<file path="src/shared/soft_reset_defines.vh">
/*
  Constants of the soft reset controller: register byte offsets, field
  positions, reset values and interrupt bit layout.
  Assumes a byte-addressed register port with 32-bit data.
*/
`ifndef SOFT_RESET_DEFINES_VH
`define SOFT_RESET_DEFINES_VH

// Register byte offsets
`define SRC_CTL_OFF        16'h0420
`define SRC_IRQ_STAT_OFF   16'h0424
`define SRC_IRQ_MASK_OFF   16'h0428
`define SRC_PULSE_CNT_OFF  16'h0704

// Control register fields
`define CTL_WD_BIT         0
`define CTL_FW_BIT         1
`define CTL_LOCK_BIT       2
`define CTL_SYS_BIT        3
`define CTL_W              8
`define CTL_RESET          8'h00

// Pulse count register
`define CNT_W              16
`define CNT_RESET          16'h0097

// Interrupt status and mask fields
`define IRQ_WD_BIT         0
`define IRQ_FW_BIT         1
`define IRQ_LOCK_BIT       2
`define IRQ_SYS_BIT        3
`define IRQ_DONE_BIT       4
`define IRQ_W              5
`define IRQ_RESET          5'h00

// Synchroniser slots
`define SYN_RING           0
`define SYN_WD_EN          1
`define SYN_WD_EXP         2
`define SYN_LOCK           3
`define SYN_SYS            4
`define SYN_N              5

`endif

</file>
<file path="src/hw/soft_reset_controller.v">
/*
  Soft reset controller: gathers firmware, watchdog, lockup and system
  request reset sources, times one soft reset pulse, keeps sticky cause
  flags and gates pad output enables while any reset is in effect.
  Assumes source inputs and the ring oscillator are asynchronous to clk,
  pad enable requests come from clk-domain logic, and srst is the hard
  reset (power-on or external pin) already synchronous to clk.
*/
`timescale 1ns/1ps
`default_nettype none
`include "soft_reset_defines.vh"

module soft_reset_controller #(
  parameter ADDR_W   = 16,
  parameter NUM_PADS = 32
) (
  // Clock and hard reset
  input  wire                clk,
  input  wire                srst,
  // Register port
  input  wire [ADDR_W-1:0]   reg_addr,
  input  wire [31:0]         reg_wdata,
  input  wire                reg_wr,
  input  wire                reg_rd,
  output reg  [31:0]         reg_rdata,
  // Reset sources, asynchronous to clk
  input  wire                watchdog_enable,
  input  wire                watchdog_expire,
  input  wire                cpu_lockup,
  input  wire                cpu_system_request,
  input  wire                ring_osc_clk,
  // Pad output enable requests from functional logic
  input  wire [NUM_PADS-1:0] pad_oe_req,
  // Reset and pad outputs
  output reg                 soft_reset,
  output reg                 device_reset,
  output reg  [NUM_PADS-1:0] pad_oe,
  // Interrupt
  output reg                 irq
);

  // Synchroniser stages and edge history
  reg  [`SYN_N-1:0]  syn1_r;
  reg  [`SYN_N-1:0]  syn2_r;
  reg  [`SYN_N-1:0]  syn3_r;
  wire [`SYN_N-1:0]  src_in;
  wire [`SYN_N-1:0]  src_rise;

  // Registers
  reg                watchdog_expiry_flag_r;
  reg                firmware_reset_request_r;
  reg                lockup_flag_r;
  reg                cpu_system_request_flag_r;
  reg  [`CNT_W-1:0]  soft_reset_pulse_count_r;
  reg  [`IRQ_W-1:0]  irq_status_r;
  reg  [`IRQ_W-1:0]  irq_mask_r;
  reg  [`IRQ_W-1:0]  irq_status_nxt;
  reg  [`IRQ_W-1:0]  irq_mask_nxt;
  reg  [31:0]        rdata_nxt;

  // Decode and events
  wire               sel_ctl;
  wire               sel_stat;
  wire               sel_mask;
  wire               sel_cnt;
  wire               wr_ok;
  wire               fw_ev;
  wire               wd_ev;
  wire               lock_ev;
  wire               sys_ev;
  wire               start;
  wire               tick;
  wire               busy;
  wire               done;
  wire               reset_active;
  wire [`CTL_W-1:0]  ctl_view;

  assign src_in = {cpu_system_request, cpu_lockup, watchdog_expire,
                   watchdog_enable, ring_osc_clk};

  // Two-flop synchroniser plus one history flop per source
  genvar gi;
  generate
    for (gi = 0; gi < `SYN_N; gi = gi + 1) begin : g_sync
      always @(posedge clk) begin
        if (srst) begin
          syn1_r[gi] <= 1'b0;
          syn2_r[gi] <= 1'b0;
          syn3_r[gi] <= 1'b0;
        end else begin
          syn1_r[gi] <= src_in[gi];
          syn2_r[gi] <= syn1_r[gi];
          syn3_r[gi] <= syn2_r[gi];
        end
      end
      assign src_rise[gi] = syn2_r[gi] & ~syn3_r[gi];
    end
  endgenerate

  // Address decode
  assign sel_ctl  = (reg_addr == `SRC_CTL_OFF);
  assign sel_stat = (reg_addr == `SRC_IRQ_STAT_OFF);
  assign sel_mask = (reg_addr == `SRC_IRQ_MASK_OFF);
  assign sel_cnt  = (reg_addr == `SRC_PULSE_CNT_OFF);

  // Writes are dropped while the soft reset is running
  assign wr_ok = reg_wr & ~busy;

  // Reset source events
  assign fw_ev   = wr_ok & sel_ctl & reg_wdata[`CTL_FW_BIT];
  assign wd_ev   = src_rise[`SYN_WD_EXP] & syn2_r[`SYN_WD_EN];
  assign lock_ev = src_rise[`SYN_LOCK];
  assign sys_ev  = src_rise[`SYN_SYS];
  assign tick    = src_rise[`SYN_RING];

  // Requests that coincide, or arrive mid-pulse, give one pulse
  assign start = (fw_ev | wd_ev | lock_ev | sys_ev) & ~busy;

  assign reset_active = busy | start;

  // Pulse length timer in ring oscillator ticks
  reset_pulse_timer #(
    .CNT_W (`CNT_W)
  ) u_timer (
    .clk        (clk),
    .srst       (srst),
    .start      (start),
    .load_count (soft_reset_pulse_count_r),
    .tick       (tick),
    .busy       (busy),
    .done       (done)
  );

  // Firmware request bit: set by write, self-clears at pulse end
  always @(posedge clk) begin
    if (srst) begin
      firmware_reset_request_r <= 1'b0;
    end else if (fw_ev && !busy) begin
      firmware_reset_request_r <= 1'b1;
    end else if (done) begin
      firmware_reset_request_r <= 1'b0;
    end
  end

  // Watchdog cause flag, sticky across soft reset
  always @(posedge clk) begin
    if (srst) begin
      watchdog_expiry_flag_r <= 1'b0;
    end else if (wd_ev) begin
      watchdog_expiry_flag_r <= 1'b1;
    end else if (wr_ok && sel_ctl && reg_wdata[`CTL_WD_BIT]) begin
      watchdog_expiry_flag_r <= 1'b0;
    end
  end

  // Lockup cause flag, sticky across soft reset
  always @(posedge clk) begin
    if (srst) begin
      lockup_flag_r <= 1'b0;
    end else if (lock_ev) begin
      lockup_flag_r <= 1'b1;
    end else if (wr_ok && sel_ctl && reg_wdata[`CTL_LOCK_BIT]) begin
      lockup_flag_r <= 1'b0;
    end
  end

  // System request cause flag, sticky across soft reset
  always @(posedge clk) begin
    if (srst) begin
      cpu_system_request_flag_r <= 1'b0;
    end else if (sys_ev) begin
      cpu_system_request_flag_r <= 1'b1;
    end else if (wr_ok && sel_ctl && reg_wdata[`CTL_SYS_BIT]) begin
      cpu_system_request_flag_r <= 1'b0;
    end
  end

  // Pulse count: returns to its default under any reset
  always @(posedge clk) begin
    if (srst || reset_active) begin
      soft_reset_pulse_count_r <= `CNT_RESET;
    end else if (wr_ok && sel_cnt) begin
      soft_reset_pulse_count_r <= reg_wdata[`CNT_W-1:0];
    end
  end

  // Interrupt status: events set, write one clears, set wins
  always @* begin
    irq_status_nxt = irq_status_r;
    if (wr_ok && sel_stat) begin
      irq_status_nxt = irq_status_r & ~reg_wdata[`IRQ_W-1:0];
    end
    irq_status_nxt[`IRQ_WD_BIT]   = irq_status_nxt[`IRQ_WD_BIT] | wd_ev;
    irq_status_nxt[`IRQ_FW_BIT]   = irq_status_nxt[`IRQ_FW_BIT] | (fw_ev & ~busy);
    irq_status_nxt[`IRQ_LOCK_BIT] = irq_status_nxt[`IRQ_LOCK_BIT] | lock_ev;
    irq_status_nxt[`IRQ_SYS_BIT]  = irq_status_nxt[`IRQ_SYS_BIT] | sys_ev;
    irq_status_nxt[`IRQ_DONE_BIT] = irq_status_nxt[`IRQ_DONE_BIT] | done;
  end

  // Mask next value, so irq follows a mask write in the same cycle
  always @* begin
    irq_mask_nxt = irq_mask_r;
    if (wr_ok && sel_mask) begin
      irq_mask_nxt = reg_wdata[`IRQ_W-1:0];
    end
  end

  // Interrupt status and mask survive soft reset
  always @(posedge clk) begin
    if (srst) begin
      irq_status_r <= `IRQ_RESET;
      irq_mask_r   <= `IRQ_RESET;
    end else begin
      irq_status_r <= irq_status_nxt;
      irq_mask_r   <= irq_mask_nxt;
    end
  end

  // Control register view, upper bits fixed at zero
  assign ctl_view = {4'h0,
                     cpu_system_request_flag_r,
                     lockup_flag_r,
                     firmware_reset_request_r,
                     watchdog_expiry_flag_r};

  // Read mux, unmapped addresses read zero
  always @* begin
    rdata_nxt = 32'h00000000;
    if (reg_rd) begin
      if (sel_ctl) begin
        rdata_nxt = {24'h000000, ctl_view};
      end else if (sel_stat) begin
        rdata_nxt = {27'h0000000, irq_status_r};
      end else if (sel_mask) begin
        rdata_nxt = {27'h0000000, irq_mask_r};
      end else if (sel_cnt) begin
        rdata_nxt = {16'h0000, soft_reset_pulse_count_r};
      end
    end
  end

  // Read data stands for the one cycle after the strobe
  always @(posedge clk) begin
    if (srst) begin
      reg_rdata <= 32'h00000000;
    end else begin
      reg_rdata <= rdata_nxt;
    end
  end

  // Reset outputs: device_reset under hard reset or soft pulse, soft_reset only under the soft pulse
  always @(posedge clk) begin
    if (srst) begin
      soft_reset   <= 1'b0;
      device_reset <= 1'b1;
    end else begin
      soft_reset   <= reset_active;
      device_reset <= reset_active;
    end
  end

  // Pad drivers released only when no reset is in effect
  generate
    for (gi = 0; gi < NUM_PADS; gi = gi + 1) begin : g_pad
      always @(posedge clk) begin
        if (srst) begin
          pad_oe[gi] <= 1'b0;
        end else begin
          pad_oe[gi] <= pad_oe_req[gi] & ~reset_active;
        end
      end
    end
  endgenerate

  // Level interrupt from unmasked status bits
  always @(posedge clk) begin
    if (srst) begin
      irq <= 1'b0;
    end else begin
      irq <= |(irq_status_nxt & irq_mask_nxt);
    end
  end

endmodule // soft_reset_controller

`default_nettype wire

</file>
<file path="src/hw/reset_pulse_timer.v">
/*
  Soft reset pulse timer: counts ring oscillator ticks for the length
  of one soft reset pulse.
  Assumes tick is a one-cycle pulse already in the clk domain.
*/
`timescale 1ns/1ps
`default_nettype none
`include "soft_reset_defines.vh"

module reset_pulse_timer #(
  parameter CNT_W = `CNT_W
) (
  // Clock and hard reset
  input  wire             clk,
  input  wire             srst,
  // Control
  input  wire             start,
  input  wire [CNT_W-1:0] load_count,
  input  wire             tick,
  // Status
  output reg              busy,
  output reg              done
);

  reg  [CNT_W-1:0] remain_r;
  wire [CNT_W-1:0] load_m1;

  // Pulse spans count minus one ticks, never less than one
  assign load_m1 = (load_count < {{(CNT_W-1){1'b0}}, 1'b1} + {{(CNT_W-1){1'b0}}, 1'b1}) ?
                   {{(CNT_W-1){1'b0}}, 1'b1} :
                   load_count - {{(CNT_W-1){1'b0}}, 1'b1};

  // Load on start, count down on each tick, flag the last tick
  always @(posedge clk) begin
    if (srst) begin
      busy     <= 1'b0;
      done     <= 1'b0;
      remain_r <= {CNT_W{1'b0}};
    end else begin
      done <= 1'b0;
      if (!busy && start) begin
        busy     <= 1'b1;
        remain_r <= load_m1;
      end else if (busy && tick) begin
        if (remain_r == {{(CNT_W-1){1'b0}}, 1'b1}) begin
          busy <= 1'b0;
          done <= 1'b1;
        end
        remain_r <= remain_r - {{(CNT_W-1){1'b0}}, 1'b1};
      end
    end
  end

endmodule // reset_pulse_timer

`default_nettype wire

</file>
<file path="config.mk">
export PLATFORM = sky130hd
export DESIGN_NAME = soft_reset_controller
export DESIGN_NICKNAME = d
export VERILOG_FILES = /design/src/hw/soft_reset_controller.v /design/src/hw/reset_pulse_timer.v
export VERILOG_INCLUDE_DIRS = /design/src /design/src/shared
export SDC_FILE = /design/constraint.sdc
export NUM_CORES = 1
export LEC_CHECK = 0
export BUFFER_PORTS_ARGS = -buffer_cell sky130_fd_sc_hd__buf_2
export CAP_MARGIN = 20
export CORE_MARGIN = 2
export CORE_UTILIZATION = 45
export DETAILED_ROUTE_END_ITERATION = 7
export GPL_TIMING_DRIVEN = 1
export HOLD_SLACK_MARGIN = 0.02
export PLACE_DENSITY = 0.81
export SKIP_LAST_GASP = 1
export SLEW_MARGIN = 0
export SYNTH_ARGS = -nofsm -noshare
export SYNTH_HDL_FRONTEND = slang
export SYNTH_SLANG_ARGS = --single-unit
export TNS_END_PERCENT = 10
</file>
<file path="constraint.sdc">
create_clock -name clk -period 2.28 [get_ports clk]
set_input_delay 0.114 -clock clk [delete_from_list [all_inputs] [get_ports clk]]
set_output_delay 0.114 -clock clk [all_outputs]
set_load 0.02 [all_outputs]
</file>
# [Word-level counts from Yosys, hierarchy flattened]
# Index checks and enable logic that the tools add are counted.
# W data, S select, Z words.
[op_classes] add_sub_neg=2 magnitude_cmp=1 n_eq_ne=5 n_mux=21 n_bitwise=63 reduce_logical=25
[op_table] op="$eq A16 B11 Y1 const B" count=4
[op_table] op="$mux W16" count=3
[op_table] op="$and A1 B1 Y1" count=42
[op_table] op="$sub A16 B1 Y16 const B" count=2
[op_table] op="$mux W5" count=5
[op_table] op="$eq A16 B1 Y1 const B" count=1
[op_table] op="$lt A16 B2 Y1 const B" count=1
[op_table] op="$mux W1" count=12
[op_table] op="$reduce_bool A2 Y1" count=6
[op_table] op="$and A5 B5 Y5" count=2
[op_table] op="$logic_and A1 B1 Y1" count=10
[op_table] op="$reduce_or A5 Y1" count=2
[op_table] op="$not A1 Y1" count=9
[op_table] op="$or A1 B1 Y1" count=9
[op_table] op="$reduce_or A3 Y1" count=2
[op_table] op="$reduce_or A6 Y1" count=1
[op_table] op="$not A5 Y5" count=1
[op_table] op="$mux W4" count=1
[op_table] op="$reduce_and A2 Y1" count=1
[op_table] op="$reduce_or A2 Y1" count=1
[op_table] op="$logic_not A1 Y1" count=1
[op_table] op="$logic_or A1 B1 Y1" count=1
[word_totals] reg_bits=129 inputBits=89 wordCells=180

# [Depth between registers and ports, before layout]
[depth] ltp_word=11 depth_mapped=9 mapped_depth_nobuf=7

# [Hierarchy]
# From an unflattened synthesis, not the netlist that was laid out.
[hier_totals] hier_cells=496 hier_area_um2=4690.7
[by_module_without_submodules] module="soft_reset_controller" instances=1 cells_each=331 area_each_um2=3348.2 seq_area_each_um2=1901.8
[by_module_without_submodules] module="reset_pulse_timer" instances=1 cells_each=165 area_each_um2=1342.5 seq_area_each_um2=360.3

# [Worst setup path after synthesis]
# Ideal clock, no wire load.
[synth_timing] path_kind="in2reg" from="input port reg_addr[2]" to="register irq" setup_time_ps=132 arrival_ps=1993 setup_slack_ps=154 path_stages=6 path_buffers=0 path_cell_list="or4b_4 -> or2_4 -> nor3_4 -> mux2_1 -> a222oi_1 -> a21oi_1"
[synth_between] elab_chain_cells=7 elab_cells_between_ends=17 classes_between="eq/ne: 3; mux: 2; bitwise: 9; reduce/logical: 3"
[synth_lines] element="start, declared" line="soft_reset_controller.v:21" text="input wire [ADDR_W-1:0] reg_addr,"
[synth_lines] element="$eq A16 B11 Y1 (no line)"
[synth_lines] element="$and A1 B1 Y1 (2 in a row)" line="soft_reset_controller.v:110" text="assign fw_ev = wr_ok & sel_ctl & reg_wdata[`CTL_FW_BIT];"
[synth_lines] element="$and A1 B1 Y1" line="soft_reset_controller.v:194" text="irq_status_nxt[`IRQ_FW_BIT] = irq_status_nxt[`IRQ_FW_BIT] | (fw_ev & ~busy);"
[synth_lines] element="$or A1 B1 Y1" line="soft_reset_controller.v:194"
[synth_lines] element="$and A5 B5 Y5 (*)" line="soft_reset_controller.v:280" text="irq <= |(irq_status_nxt & irq_mask_nxt);"
[synth_lines] element="$reduce_or A5 Y1 (*)" line="soft_reset_controller.v:280"
[synth_lines] element="end signal, assigned" line="soft_reset_controller.v:280"
[synth_lines] element="end, declared" line="soft_reset_controller.v:39" text="output reg irq"
# Mark *: on every way between the ends. The rest lies on a longest branch, timed or not.
# A chain may end at the register's enable or synchronous reset.

# [Worst setup path in the final report]
[layout_timing] from="register u_timer.busy" to="register irq"
[layout_between] elab_chain_cells=8 elab_cells_between_ends=16 classes_between="mux: 2; bitwise: 11; reduce/logical: 3"
[layout_lines] element="start, declared" line="reset_pulse_timer.v:21" text="output reg busy,"
[layout_lines] element="start signal, assigned" line="reset_pulse_timer.v:36" text="busy <= 1'b0;"
[layout_lines] element="start signal, assigned" line="reset_pulse_timer.v:42" text="busy <= 1'b1;"
[layout_lines] element="start signal, assigned" line="reset_pulse_timer.v:46" text="busy <= 1'b0;"
[layout_lines] element="$not A1 Y1 (*)" line="soft_reset_controller.v:107, soft_reset_controller.v:194"
[layout_lines] element="$and A1 B1 Y1" line="soft_reset_controller.v:107" text="assign wr_ok = reg_wr & ~busy;"
[layout_lines] element="$and A1 B1 Y1 (2 in a row)" line="soft_reset_controller.v:110"
[layout_lines] element="$and A1 B1 Y1" line="soft_reset_controller.v:194"
[layout_lines] element="$or A1 B1 Y1" line="soft_reset_controller.v:194"
[layout_lines] element="$and A5 B5 Y5 (*)" line="soft_reset_controller.v:280"
[layout_lines] element="$reduce_or A5 Y1 (*)" line="soft_reset_controller.v:280"
# Marks and branches as above.

==> results.txt <==
Measured in cells, the most critical reg-to-reg path has a length of 6. The number of enable flip-flop cells after synthesis was 0; the worst hold slack across all endpoints was 74.0 ps. The post-route clock period utilization came out at 0.926. The areal power density over the cells was 790 nW/µm². The Yosys step of the flow raised 0 warnings.

The final max-slew violation count was 0; the register area share after synthesis was 0.502. The number of antenna violations at the first check in global routing is 0, and the switching share of total power is 0.243. Ranked by total cell area, the synthesized netlist is headed by dfxtp_1 (50%), and2_1 (6.2%), nor2_1 (3.4%), mux2i_1 (3.3%), nor2b_1 (3.1%).

For the worst setup path, the data arrival time is 2480 ps. The first global-routing pass estimated 19,700 µm of wire. For the clock skew after layout, the log shows 21.3 ps. Of all nets on the critical path, the largest fanout is 7. For the leakage power summed over all cells, the log shows 0.00277 µW. Overall global routing resource usage: 0.226.

The number of buffers added for setup after CTS was 0; the clock period minus worst slack was 2110 ps. The logs give 0 for the number of nets with antenna violations after detailed routing and 17 for the number of buffers added by the clock tree synthesis step. The run gives 0.464 as the initial core utilization.

TritonCTS built the clock tree. The share of cells above drive strength 1 came out at 0.268. For the share of total power in the clock network, the log shows 0.489. Clock tree synthesis selected as its root buffer the cell clkbuf_8. The maximum achievable frequency is 474 MHz, and the layout overhead on the synthesized area is 42.0%. The number of hold-slack violations in the final timing report is 0, and the mean routed wirelength per cell is 14.8 µm. The cell internal power dissipation was 3830 µW. In the final layout, the multi-input gates occupy 2090 µm².

In the routed design, unresolved DRC markers number 0. The logs give 0 for the overflow left after global routing and 0 for the number of max-cap violations. The final-stage net count came out at 758.

Summing all flip-flop and latch instances after layout gives 2260 µm². The number of rows in the core area was 36. The logs give 5060 µW for the final total power and 57 for the number of distinct standard cells referenced by the synthesized netlist.

Summed over all nets, the half-perimeter wirelength after detailed placement is 7760 µm. The most numerous cell in the Yosys netlist is dfxtp_1. The portion of synthesized cell area occupied by the leading cell type works out to 0.502. The cell count after synthesis came out at 473. The die span in x is 104 µm, and the largest net degree at the start of global routing is 38.

The worst hold path passes through 3 cells. The part of the total power dissipated in sequential elements came out at 0.412. For the worst setup path, the data required time is 2650 ps.

The clock tree synthesis step divided the H-tree into 4 levels. The total die area is 10,800 µm². Among all flip-flop cells after synthesis, the most frequent one is dfxtp_1. For the via count of the first global-routing pass, the log shows 4,187. In this run the power spent charging and discharging nets is 1230 µW. The run finished with clean final reports. The total area inside the core boundary comes to 9730 µm². Number of port buffers: 123.

The tools report the number of clock sinks as 113. The floorplan die height was 104 µm. Setup repair after global routing left no endpoint under its margin. The transition time of the tightest slew-check pin is 565 ps. Summed over all instances, the cell type with the most area after synthesis is dfxtp_1. The worst setup path is of the reg -> reg kind. For this design the top-level I/O count stands at 156.

The worst setup path is captured at a flip-flop. After synthesis, the most frequently instantiated cells are dfxtp_1 (113), and2_1 (45), nor2_1 (41), nand2_1 (29). 0 antenna diodes ended up in the layout. The clock-pin slew on the worst setup and hold paths was 60 ps.

Worst min-delay path category: in -> reg. The combinational group share of total power is 0.099, and the mean instance size in the synthesized netlist is 9.54 µm². At the end of routability-driven placement, the weighted congestion stood at 0.909. Relative max-transition margin: 0.620.

The tools report the launching element type of the critical path as a flip-flop. Number of DRC markers in iteration 0: 231. IR analysis of the VDD net gives a maximum drop of 0.000576 V. The first-pass iteration count of the detailed router was 6; the total via count after detailed routing was 4,079. The area of the mapped netlist came out at 4510 µm². The per-cell via count in the routed design is 5.02, and the aggregate negative setup slack is 0 ps. The share of flip-flops with an asynchronous set or reset after synthesis was 0; the flip-flop and latch count after synthesis was 113. For this block, the routed nets add up to 12,000 µm of wire. The clock latency reported for the late side of the worst-skew pair came out at 510 ps. The total setup violations reported at the end of the flow came out at 0. The total of fill cells in the finished design was 762; the worst-case clock buffer depth was 2.
## stage by stage
step | instances | worst slack, ps | utilization | cell area, µm²
after global placement | 724 | 75.9 | 0.543 | 5280
final | 812 | 169 | 0.658 | 6400
after global routing | 812 | 3.04 | 0.658 | 6400
after CTS | 812 | 167 | 0.658 | 6400
after detailed placement | 724 | 9.67 | 0.543 | 5280
after floorplan | 488 | 154 | - | 4570
## flip-flops by register name, summed over array words and instances, names as in the netlist
register	count
syn2_r	5
lockup_flag_r	1
device_reset	1
soft_reset	1
irq_status_r	5
u_timer.done	1
cpu_system_request_flag_r	1
soft_reset_pulse_count_r	16
u_timer.remain_r	16
pad_oe	32
syn3_r	4
watchdog_expiry_flag_r	1
u_timer.busy	1
reg_rdata	16
syn1_r	5
irq	1
irq_mask_r	5
firmware_reset_request_r	1
## power by group through the flow
stage	registers [µW]	clock network (µW)	logic, µW
4_1_cts	2080	2500	490
5_1_grt	2090	2610	544
3_3_place_gp	2120	0	404
3_5_place_dp	2120	0	414
2_1_floorplan	2170	0	229
6_report	2080	2480	501
## path summary, 6_finish.rpt
| check | startpoint | to | slack (ps) |
|---|---|---|---|
| max | u_timer.busy | irq | 170 |
| min | reg_rd | reg_rdata[2] | 70 |
| max reg2reg | u_timer.busy | irq | 170 |
| min reg2reg | syn1_r[3] | syn2_r[3] | 440 |
## worst max-delay path, stage by stage (launching register included)
cell	delay (ps)
dfxtp_1	390
nand2b_1	240
or2_4	270
nor3_4	240
mux2_1	370
a222oi_1	360
a21oi_1	110
## metal layers
layer / part of all wire / track usage / vias up / wire [µm]
li1: - / - / 1991 / -
met1: 0.41 / 0.252 / 1922 / 4950
met2: 0.51 / 0.402 / 150 / 6110
met3: 0.070 / 0.0821 / 16 / 843
met4: 0.011 / 0.0656 / 0 / 127
met5: 0 / 0 / - / 0
## layout make-up
class,count,share of cell area
clock buffers,19,0.0658
repair buffers,192,0.201
well taps,133,0.0260
inverters,11,0.00645
flip-flops and latches,113,0.353
clock inverters,13,0.0213
multi-input cells,331,0.326
## cell usage in the layout, fill, tap and decap left out, types with 3 or more instances in the layout
cell type | netlist | final
nand3_1 | 14 | 14
dlygate4sd3_1 | 0 | 56
a31oi_1 | 7 | 7
conb_1 | 1 | 16
a211oi_1 | 5 | 5
a21oi_1 | 22 | 21
or4_1 | 3 | 3
inv_6 | 0 | 3
nand2_1 | 29 | 29
dfxtp_1 | 113 | 113
a222oi_1 | 6 | 6
nand3b_1 | 3 | 3
ha_1 | 3 | 3
nor2b_1 | 22 | 22
xor2_1 | 5 | 5
clkbuf_16 | 0 | 16
clkinvlp_4 | 0 | 4
a22oi_1 | 5 | 5
xnor2_1 | 14 | 14
inv_1 | 11 | 11
nor3_1 | 16 | 15
buf_4 | 16 | 12
nand2b_1 | 7 | 7
and2_1 | 45 | 45
or3_1 | 5 | 5
o21ai_0 | 7 | 7
nor2_1 | 41 | 41
buf_2 | 3 | 123
mux2i_1 | 15 | 15
nor4_1 | 5 | 4
clkinv_2 | 0 | 4
## kinds of logic after synthesis
family,Yosys count,synth area share
AOI/OAI and AO/OA,66,0.0985
xor gates and xnor gates,19,0.0369
adders and majority gates,3,0.00832
buffers and inverters,44,0.0508
DFF,113,0.502
muxes,18,0.0408
other,1,0.000831
and+or+nand+nor,209,0.262
## timing repair
item,4_1_cts,5_1_grt
gates resized for setup,0,1
endpoints found under the setup margin,0,1
hold endpoints to repair,65,0
hold buffers,56,0
Note: power is estimated with default switching activity, not from simulation.
